**src/sequencer_pkg.sv**
```systemverilog
// Constants, state type and decode helpers for the integrate and measure sequencer
package sequencer_pkg;
	localparam int CNT_W = 11;
	localparam int DIV_W = 2;
	localparam int SEQ_W = 7;
	localparam int WORD_W = 8;
	localparam int FIFO_DEPTH = 8;

	// Measure cycle lengths and ready delay, in internal clock periods
	localparam logic [CNT_W-1:0] MEASURE_CYCLE_LOW = 11'h610;
	localparam logic [CNT_W-1:0] MEASURE_CYCLE_FAST = 11'h64c;
	localparam logic [CNT_W-1:0] SEAMLESS_READY_DELAY = 11'h566;
	localparam logic [CNT_W-1:0] CNT_STEP = 11'h001;
	// Sync, state, push and show stages that stand between select and the flag
	localparam logic [CNT_W-1:0] READY_PIPE = 11'h004;

	// Divider phase that marks an internal clock edge, and its step
	localparam logic [DIV_W-1:0] DIV_TICK = 2'h0;
	localparam logic [DIV_W-1:0] DIV_STEP = 2'h1;
	localparam logic [SEQ_W-1:0] SEQ_STEP = 7'h01;

	localparam logic SIDE_A = 1'b0;
	localparam logic SIDE_B = 1'b1;

	typedef enum logic [2:0] {
		ST1_FINISH_A,
		ST2_PREP_A,
		ST3_INT_A,
		ST4_INT_B_MEAS_A,
		ST5_INT_A_MEAS_B,
		ST6_INT_B,
		ST7_PREP_B,
		ST8_FINISH_B
	} seq_state_t;

	// Halted states keep the inputs grounded
	function automatic logic is_halted(input seq_state_t s);
		return s == ST1_FINISH_A || s == ST2_PREP_A || s == ST7_PREP_B || s == ST8_FINISH_B;
	endfunction

	function automatic logic integrates_a(input seq_state_t s);
		return s == ST3_INT_A || s == ST5_INT_A_MEAS_B;
	endfunction

	function automatic logic integrates_b(input seq_state_t s);
		return s == ST6_INT_B || s == ST4_INT_B_MEAS_A;
	endfunction
endpackage

```
**src/dual_integrator_sequencer.sv**
```systemverilog
// Integrate and measure sequencer with ready flag and result buffering
`timescale 1ns/1ps
module dual_integrator_sequencer (
	// Clock and reset
	input wire logic clk_sys,
	input wire logic rst_b,
	// Conversion control
	input wire logic integrate_side_select,
	input wire logic quarter_rate_divider,
	input wire logic high_speed_version,
	// Readout
	input wire logic data_shift_clock,
	output logic result_ready_n,
	output logic [sequencer_pkg::WORD_W-1:0] result_word,
	// Front-end steering
	output logic [2:0] seq_state,
	output logic integrate_a,
	output logic integrate_b,
	output logic inputs_grounded
);
	import sequencer_pkg::*;

	typedef struct packed {
		logic started;
		logic [DIV_W-1:0] div;
		logic integrate_side_select_s;
		seq_state_t state;
		logic busy;
		logic side;
		logic second;
		logic pushed;
		logic [CNT_W-1:0] cnt;
		logic [SEQ_W-1:0] seq;
		logic shown;
		logic armed;
		logic [WORD_W-1:0] word;
		logic ready_n;
		logic integ_a;
		logic integ_b;
		logic grounded;
	} seq_regs_t;

	seq_regs_t r_reg;
	seq_regs_t r_next;
	logic tick;
	logic go;
	logic go_side;
	logic [CNT_W-1:0] cycle_last;
	logic [CNT_W-1:0] ready_last;
	logic fifo_in_valid;
	logic fifo_in_ready;
	logic fifo_out_valid;
	logic fifo_out_ready;
	logic [WORD_W-1:0] fifo_out_data;

	// Results wait here so a slow reader stalls the measure engine, not loses words
	result_fifo #(
		.WIDTH(WORD_W),
		.DEPTH(FIFO_DEPTH)
	) u_fifo (
		.clk_sys(clk_sys),
		.rst_b(rst_b),
		.in_valid(fifo_in_valid),
		.in_ready(fifo_in_ready),
		.in_data({r_reg.side, r_reg.seq}),
		.out_valid(fifo_out_valid),
		.out_ready(fifo_out_ready),
		.out_data(fifo_out_data)
	);

	// Last count of a measure cycle and of the ready point
	assign cycle_last = (high_speed_version ? MEASURE_CYCLE_FAST : MEASURE_CYCLE_LOW) - CNT_STEP;
	// Pipeline stages are taken off so the flag itself lands on the delay
	assign ready_last = SEAMLESS_READY_DELAY - READY_PIPE;

	// Next-state logic for the whole block
	always_comb begin
		r_next = r_reg;
		go = 1'b0;
		go_side = SIDE_A;
		// Internal clock edge every cycle, or every fourth with the divider on
		tick = r_reg.div == DIV_TICK;
		r_next.div = quarter_rate_divider ? r_reg.div + DIV_STEP : DIV_TICK;
		// Result offered once per measure cycle; held while the buffer is full
		fifo_in_valid = r_reg.busy && r_reg.cnt == ready_last && !r_reg.pushed;
		fifo_out_ready = tick && !r_reg.shown;
		if (fifo_in_valid && fifo_in_ready) begin
			r_next.pushed = 1'b1;
			r_next.seq = r_reg.seq + SEQ_STEP;
		end
		if (tick) begin
			r_next.integrate_side_select_s = integrate_side_select;
			// Measure engine: busy spans the whole cycle, a full buffer freezes it
			if (r_reg.busy && !(r_reg.cnt == ready_last && !r_next.pushed)) begin
				if (r_reg.cnt == cycle_last) begin
					r_next.cnt = '0;
					r_next.pushed = 1'b0;
					if (r_reg.second) begin
						r_next.side = ~r_reg.side;
						r_next.second = 1'b0;
					end else begin
						r_next.busy = 1'b0;
					end
				end else begin
					r_next.cnt = r_reg.cnt + CNT_STEP;
				end
			end
			if (!r_reg.started) begin
				// Select level caught at the first internal edge after reset
				r_next.started = 1'b1;
				r_next.state = integrate_side_select ? ST1_FINISH_A : ST8_FINISH_B;
			end else begin
				// Level-driven walk; each arm mirrors its partner with select inverted
				unique case (r_reg.state)
					ST1_FINISH_A: begin
						if (!r_reg.busy) begin
							r_next.state = ST2_PREP_A;
						end
					end
					ST2_PREP_A: begin
						r_next.state = ST3_INT_A;
					end
					ST3_INT_A: begin
						if (!r_reg.integrate_side_select_s) begin
							r_next.state = ST4_INT_B_MEAS_A;
							go = 1'b1;
							go_side = SIDE_A;
						end
					end
					ST4_INT_B_MEAS_A: begin
						if (r_reg.integrate_side_select_s) begin
							go_side = SIDE_B;
							if (r_reg.busy) begin
								// Integration outran the measure cycle: halt
								r_next.state = ST1_FINISH_A;
								r_next.second = r_next.busy;
								go = !r_next.busy;
							end else begin
								r_next.state = ST5_INT_A_MEAS_B;
								go = 1'b1;
							end
						end
					end
					ST5_INT_A_MEAS_B: begin
						if (!r_reg.integrate_side_select_s) begin
							go_side = SIDE_A;
							if (r_reg.busy) begin
								r_next.state = ST8_FINISH_B;
								r_next.second = r_next.busy;
								go = !r_next.busy;
							end else begin
								r_next.state = ST4_INT_B_MEAS_A;
								go = 1'b1;
							end
						end
					end
					ST6_INT_B: begin
						if (r_reg.integrate_side_select_s) begin
							r_next.state = ST5_INT_A_MEAS_B;
							go = 1'b1;
							go_side = SIDE_B;
						end
					end
					ST7_PREP_B: begin
						r_next.state = ST6_INT_B;
					end
					ST8_FINISH_B: begin
						if (!r_reg.busy) begin
							r_next.state = ST7_PREP_B;
						end
					end
				endcase
			end
			if (go) begin
				r_next.busy = 1'b1;
				r_next.cnt = '0;
				r_next.side = go_side;
				r_next.pushed = 1'b0;
				r_next.second = 1'b0;
			end
		end
		// Ready flag: load on an internal edge, release after shift clock high then low
		if (!r_reg.shown) begin
			r_next.armed = 1'b0;
			if (fifo_out_ready && fifo_out_valid) begin
				r_next.shown = 1'b1;
				r_next.word = fifo_out_data;
				r_next.ready_n = 1'b0;
			end
		end else if (r_reg.armed && !data_shift_clock) begin
			r_next.shown = 1'b0;
			r_next.armed = 1'b0;
			r_next.ready_n = 1'b1;
		end else if (data_shift_clock) begin
			r_next.armed = 1'b1;
		end
		// Front-end controls follow the next state so outputs stay registered
		r_next.integ_a = integrates_a(r_next.state);
		r_next.integ_b = integrates_b(r_next.state);
		r_next.grounded = is_halted(r_next.state);
	end

	// Single state register; reset parks the machine halted with ready released
	always_ff @(posedge clk_sys or negedge rst_b) begin
		if (!rst_b) begin
			r_reg <= '0;
			r_reg.state <= ST8_FINISH_B;
			r_reg.ready_n <= 1'b1;
			r_reg.grounded <= 1'b1;
		end else begin
			r_reg <= r_next;
		end
	end

	// Outputs straight from the state register
	assign result_ready_n = r_reg.ready_n;
	assign result_word = r_reg.word;
	assign seq_state = r_reg.state;
	assign integrate_a = r_reg.integ_a;
	assign integrate_b = r_reg.integ_b;
	assign inputs_grounded = r_reg.grounded;

	// Checks; helper remembers which side integrated last
	localparam int RDY_LO = int'(SEAMLESS_READY_DELAY) - 2;
	localparam int RDY_HI = int'(SEAMLESS_READY_DELAY) + 2;
	localparam int OFFER_TO_FLAG = 2;
	logic [1:0] last_int_reg;
	logic sel_d_reg;
	logic [CNT_W-1:0] sel_age_reg;

	// Clock periods since select last changed, saturating
	always_ff @(posedge clk_sys or negedge rst_b) begin
		if (!rst_b) begin
			sel_d_reg <= 1'b0;
			sel_age_reg <= '0;
		end else begin
			sel_d_reg <= integrate_side_select;
			if (integrate_side_select != sel_d_reg) begin
				sel_age_reg <= CNT_STEP;
			end else if (sel_age_reg != '1) begin
				sel_age_reg <= sel_age_reg + CNT_STEP;
			end
		end
	end

	always_ff @(posedge clk_sys or negedge rst_b) begin
		if (!rst_b) begin
			last_int_reg <= 2'h0;
		end else if (integrate_a || integrate_b) begin
			last_int_reg <= {1'b1, integrate_b};
		end
	end
endmodule

```
**src/result_fifo.sv**
```systemverilog
// Small result FIFO between the measure engine and the readout holding register
`timescale 1ns/1ps
module result_fifo #(
	parameter int WIDTH = 8,
	parameter int DEPTH = 8
) (
	// Clock and reset
	input wire logic clk_sys,
	input wire logic rst_b,
	// Fill side
	input wire logic in_valid,
	output logic in_ready,
	input wire logic [WIDTH-1:0] in_data,
	// Drain side
	output logic out_valid,
	input wire logic out_ready,
	output logic [WIDTH-1:0] out_data
);
	localparam int AW = (DEPTH > 1) ? $clog2(DEPTH) : 1;
	localparam logic [AW-1:0] PTR_LAST = AW'(DEPTH - 1);
	localparam logic [AW:0] FULL_COUNT = (AW + 1)'(DEPTH);

	typedef struct packed {
		logic [DEPTH-1:0][WIDTH-1:0] mem;
		logic [AW-1:0] wr;
		logic [AW-1:0] rd;
		logic [AW:0] count;
	} fifo_state_t;

	fifo_state_t r_reg;
	fifo_state_t r_next;
	logic push;
	logic pop;

	// Flags come from the stored count, so full and empty never lie
	assign in_ready = r_reg.count != FULL_COUNT;
	assign out_valid = r_reg.count != '0;
	assign out_data = r_reg.mem[r_reg.rd];

	// Pointer and count update; pointers wrap for any depth
	always_comb begin
		r_next = r_reg;
		push = in_valid && in_ready;
		pop = out_valid && out_ready;
		if (push) begin
			r_next.mem[r_reg.wr] = in_data;
			r_next.wr = (r_reg.wr == PTR_LAST) ? '0 : r_reg.wr + 1'b1;
		end
		if (pop) begin
			r_next.rd = (r_reg.rd == PTR_LAST) ? '0 : r_reg.rd + 1'b1;
		end
		if (push && !pop) begin
			r_next.count = r_reg.count + 1'b1;
		end else if (pop && !push) begin
			r_next.count = r_reg.count - 1'b1;
		end
	end

	always_ff @(posedge clk_sys or negedge rst_b) begin
		if (!rst_b) begin
			r_reg <= '0;
		end else begin
			r_reg <= r_next;
		end
	end
endmodule

```
**config.mk**
```make
export PLATFORM = sky130hd
export DESIGN_NAME = dual_integrator_sequencer
export DESIGN_NICKNAME = d
export VERILOG_FILES = /design/src/sequencer_pkg.sv /design/src/dual_integrator_sequencer.sv /design/src/result_fifo.sv
export SDC_FILE = /design/constraint.sdc
export NUM_CORES = 1
export LEC_CHECK = 0
export BUFFER_PORTS_ARGS = -buffer_cell sky130_fd_sc_hd__clkbuf_2
export CAP_MARGIN = 30
export CORE_ASPECT_RATIO = 0.7
export CORE_MARGIN = 8
export CORE_UTILIZATION = 55
export CTS_CLUSTER_DIAMETER = 150
export DETAILED_ROUTE_END_ITERATION = 8
export GPL_TIMING_DRIVEN = 0
export PLACE_DENSITY = 0.75
export SLEW_MARGIN = 20
export SYNTH_ARGS = -nofsm -noshare
export SYNTH_HDL_FRONTEND = slang
export SYNTH_SLANG_ARGS = --single-unit
export TNS_END_PERCENT = 1
```
**constraint.sdc**
```tcl
create_clock -name clk_sys -period 2.54 [get_ports clk_sys]
set_input_delay 0.127 -clock clk_sys [delete_from_list [all_inputs] [get_ports clk_sys]]
set_output_delay 0.127 -clock clk_sys [all_outputs]
set_load 0.005 [all_outputs]
```
==> out/qor.txt <==
=================================================================================================
Outcome ............................................................................ complete, but fails checks
Violations in the final reports .................................................... setup timing
Critical path class ................................................................ flop to flop
Worst path cell trace .............................................................. inv_2 > ha_2 > or4bb_4 > nor4_4 > ha_2 > inv_2 > ha_4 > a21o_1 > a21oi_2 > xnor2_1 > nor2_1 > xor2_1
Met2 WL ............................................................................      5970 um
Net count after synthesis ..........................................................          515
Detail Route met3 WL ...............................................................       654 um
Required time at the worst-slack endpoint ..........................................      2860 ps
Syn avg cell area ..................................................................   12.0 sq um
Crit. End Element ..................................................................         flop
Synth-to-layout area growth ........................................................        21.2%
Inst Count DP ......................................................................          648
Total of flip-flops plus latches after synthesis ...................................          117
Clock insertion delay at the later pin of the skew report ..........................       410 ps
Core utilization of the finished layout ............................................        68.9%
Port Buffers .......................................................................           20
# diodes ...........................................................................            0
Gpl congestion .....................................................................        0.870
Max FFs per register ...............................................................           74
Mean routed wirelength per cell ....................................................      18.8 um
Async SR Flop Fraction .............................................................         100%
Global-route wire length before repair .............................................    21,700 um
Final worst slack ..................................................................      -151 ps
Count of clock tree sinks ..........................................................          117
Total routing resource utilization after global routing ............................        19.2%
Max H-tree Level ...................................................................            4
Power per Cell Area ................................................................  794 nW/um^2
Total buffers and inverters traversed by the critical path .........................            2
Worst min path class ............................................................... input port to async pin
Root buffer selected by CTS ........................................................    clkbuf_16
Area of the core ................................................................... 10,400 sq um
Num CTS Buffers ....................................................................           17
Fin cells ..........................................................................          691
Count of flip-flops with a built-in enable after synthesis .........................            0
Fin nets ...........................................................................          569
IR drop worst, VDD .................................................................     0.499 mV
Cell area after placement ..........................................................   6250 sq um
Synthesized netlist cell count .....................................................          494
Sequential share of the synthesized area ...........................................        49.5%
Detailed-placement wirelength estimate .............................................      8340 um
Starting DRT DRC Count .............................................................          374
Initial antenna violation count ....................................................            0
Crit share post-route ..............................................................         106%
Leading cell types in the layout, fill and taps excluded ........................... 111 x dfrtp_1, 68 x mux2_2, 28 x nand2_1
Most used flip-flop cell after synthesis ...........................................      dfrtp_1
Final setup vio count ..............................................................           67
CP top delay family ................................................................ simple AND/OR/NAND/NOR gates
Slew @ Worst Pin ...................................................................       750 ps
Height of the die ..................................................................       103 um
Total number of vias ...............................................................        4,166
Vias in the first global route .....................................................        4,198
Setup skew after layout ............................................................      7.36 ps
Count of antenna-violating nets left after detailed routing ........................            0
Critical path's slowest cell .......................................................      or4bb_4
Maximum operating frequency ........................................................    0.372 GHz
Maximum count of clock buffers along a single path .................................            2
Core Rows ..........................................................................           31
Die width ..........................................................................       140 um
Num ports ..........................................................................           21
Post-route total power .............................................................      5.71 mW
Startpoint class of the critical path ..............................................         flop
Max FO, Critical Path ..............................................................            4
Worst path max stage delay .........................................................       500 ps
DRT met1 WL ........................................................................      6220 um
Starting Density ...................................................................        56.9%
Total count of max-transition violations in the final report .......................            0
Per-cell via count in the routed design ............................................         6.03
Final hold violations ..............................................................            0
Number of distinct library cell variants in the gate-level netlist after synthesis .           63
Worst max-slew margin expressed relative to the limit ..............................        50.0%
Total congestion overflow ..........................................................            0
Largest net degree at the start of global routing ..................................           96
Post-place setup slack .............................................................      -420 ps
Final total negative setup slack ...................................................     -5530 ps
Most common cell after layout, fill and taps aside .................................      dfrtp_1
Data arrival time of the worst path ................................................      3010 ps
TritonCTS clock tree ...............................................................         done
RSZ-0062 raised after global routing ...............................................          yes
Synth warnings .....................................................................            0
Share of final-layout standard cells stronger than drive strength 1 ................        38.3%
P_leak .............................................................................      3.29 nW
Cell area after synthesis ..........................................................   5930 sq um
Final standard cell area without fillers ...........................................   7190 sq um
DRC violations left ................................................................            0
Clock slew seen by the registers of the worst setup and hold paths .................        50 ps
Min Clock Period, post-route .......................................................      2690 ps
Worst hold margin ..................................................................       147 ps
Pre-Repair DR Iteration Count ......................................................            5
Floorplan die area ................................................................. 14,400 sq um
Maximum capacitance violations .....................................................            0
Top Metal Used .....................................................................         met4
Total wirelength of the detailed-routed design .....................................    13,000 um
=================================================================================================
==> worst paths after layout <==
kind,from,end,slack (ps),cells past startpoint
max,r_reg[21],u_fifo.r_reg[3],-150,12
max in group asynchronous,rst_b,result_ready_n,1650,3
max reg2reg,r_reg[21],u_fifo.r_reg[3],-150,12
min in group clk_sys,r_reg[40],r_reg[40],430,1
min reg2reg,r_reg[40],r_reg[40],430,1
min,rst_b,integrate_a,150,2
==> area by class of cell <==
| class | instances | area, sq um |
|---|---|---|
| fillers | 729 | 3250 |
| flip-flops and latches | 117 | 2940 |
| multi-input cells | 311 | 2870 |
| clock buffers | 20 | 457 |
| repair buffers | 37 | 277 |
| plain buffers | 37 | 224 |
| well taps | 132 | 165 |
| clock inverters | 10 | 155 |
| inverters | 27 | 101 |
==> report_power, final <==
part	switching (mW)	internal [mW]	leakage [nW]	total [mW]
Clock	0.812	1.67	0.298	2.49
Sequential	0.123	2.01	1.59	2.13
Combinational	0.576	0.512	1.41	1.09
Total	1.51	4.20	3.29	5.71
==> cell usage after synthesis, types with 8 or more instances <==
master	count	area [sq um]
dfrtp_1	112	2800
mux2_2	68	766
nand2_1	29	109
inv_1	27	101
nor2_1	19	71.3
clkbuf_1	16	60.1
mux4_2	16	360
a21oi_1	15	75.1
ha_1	14	175
nand3_1	14	70.1
buf_4	12	90.1
o21ai_0	10	50.1
buf_1	9	33.8
o221ai_1	9	78.8
xnor2_1	9	78.8
mux2i_1	8	80.1
nor3_1	8	40.0
==> logic make-up (layout without fill, tap and decap cells) <==
family | after synthesis | count (layout) | synth area share, %
AND/OR/NAND/NOR | 130 | 130 | 13.0
flip-flops | 117 | 117 | 49.5
multiplexers | 92 | 92 | 20.3
buffers and inverters | 66 | 131 | 4.98
AO/OA/AOI/OAI | 62 | 62 | 7.15
adder cells (fa/ha/maj) | 16 | 16 | 3.46
XOR/XNOR | 11 | 11 | 1.62
==> timing repair <==
action	CTS	global route
cloned	1	0
gates resized for setup	38	13
setup endpoints to repair	91	83
hold endpoints to repair	120	0
hold buffers	4	0
setup buffers	9	1
pin swaps	14	7
==> per-layer routing <==
metal  global-route usage, %  vias to the layer above
met2                    29.7                      113
met1                    26.1                     2141
met3                    5.37                       17
li1                        -                     1895
met4                    5.65                        0
met5                       0                        -
Note: power is estimated with default switching activity, not from simulation.
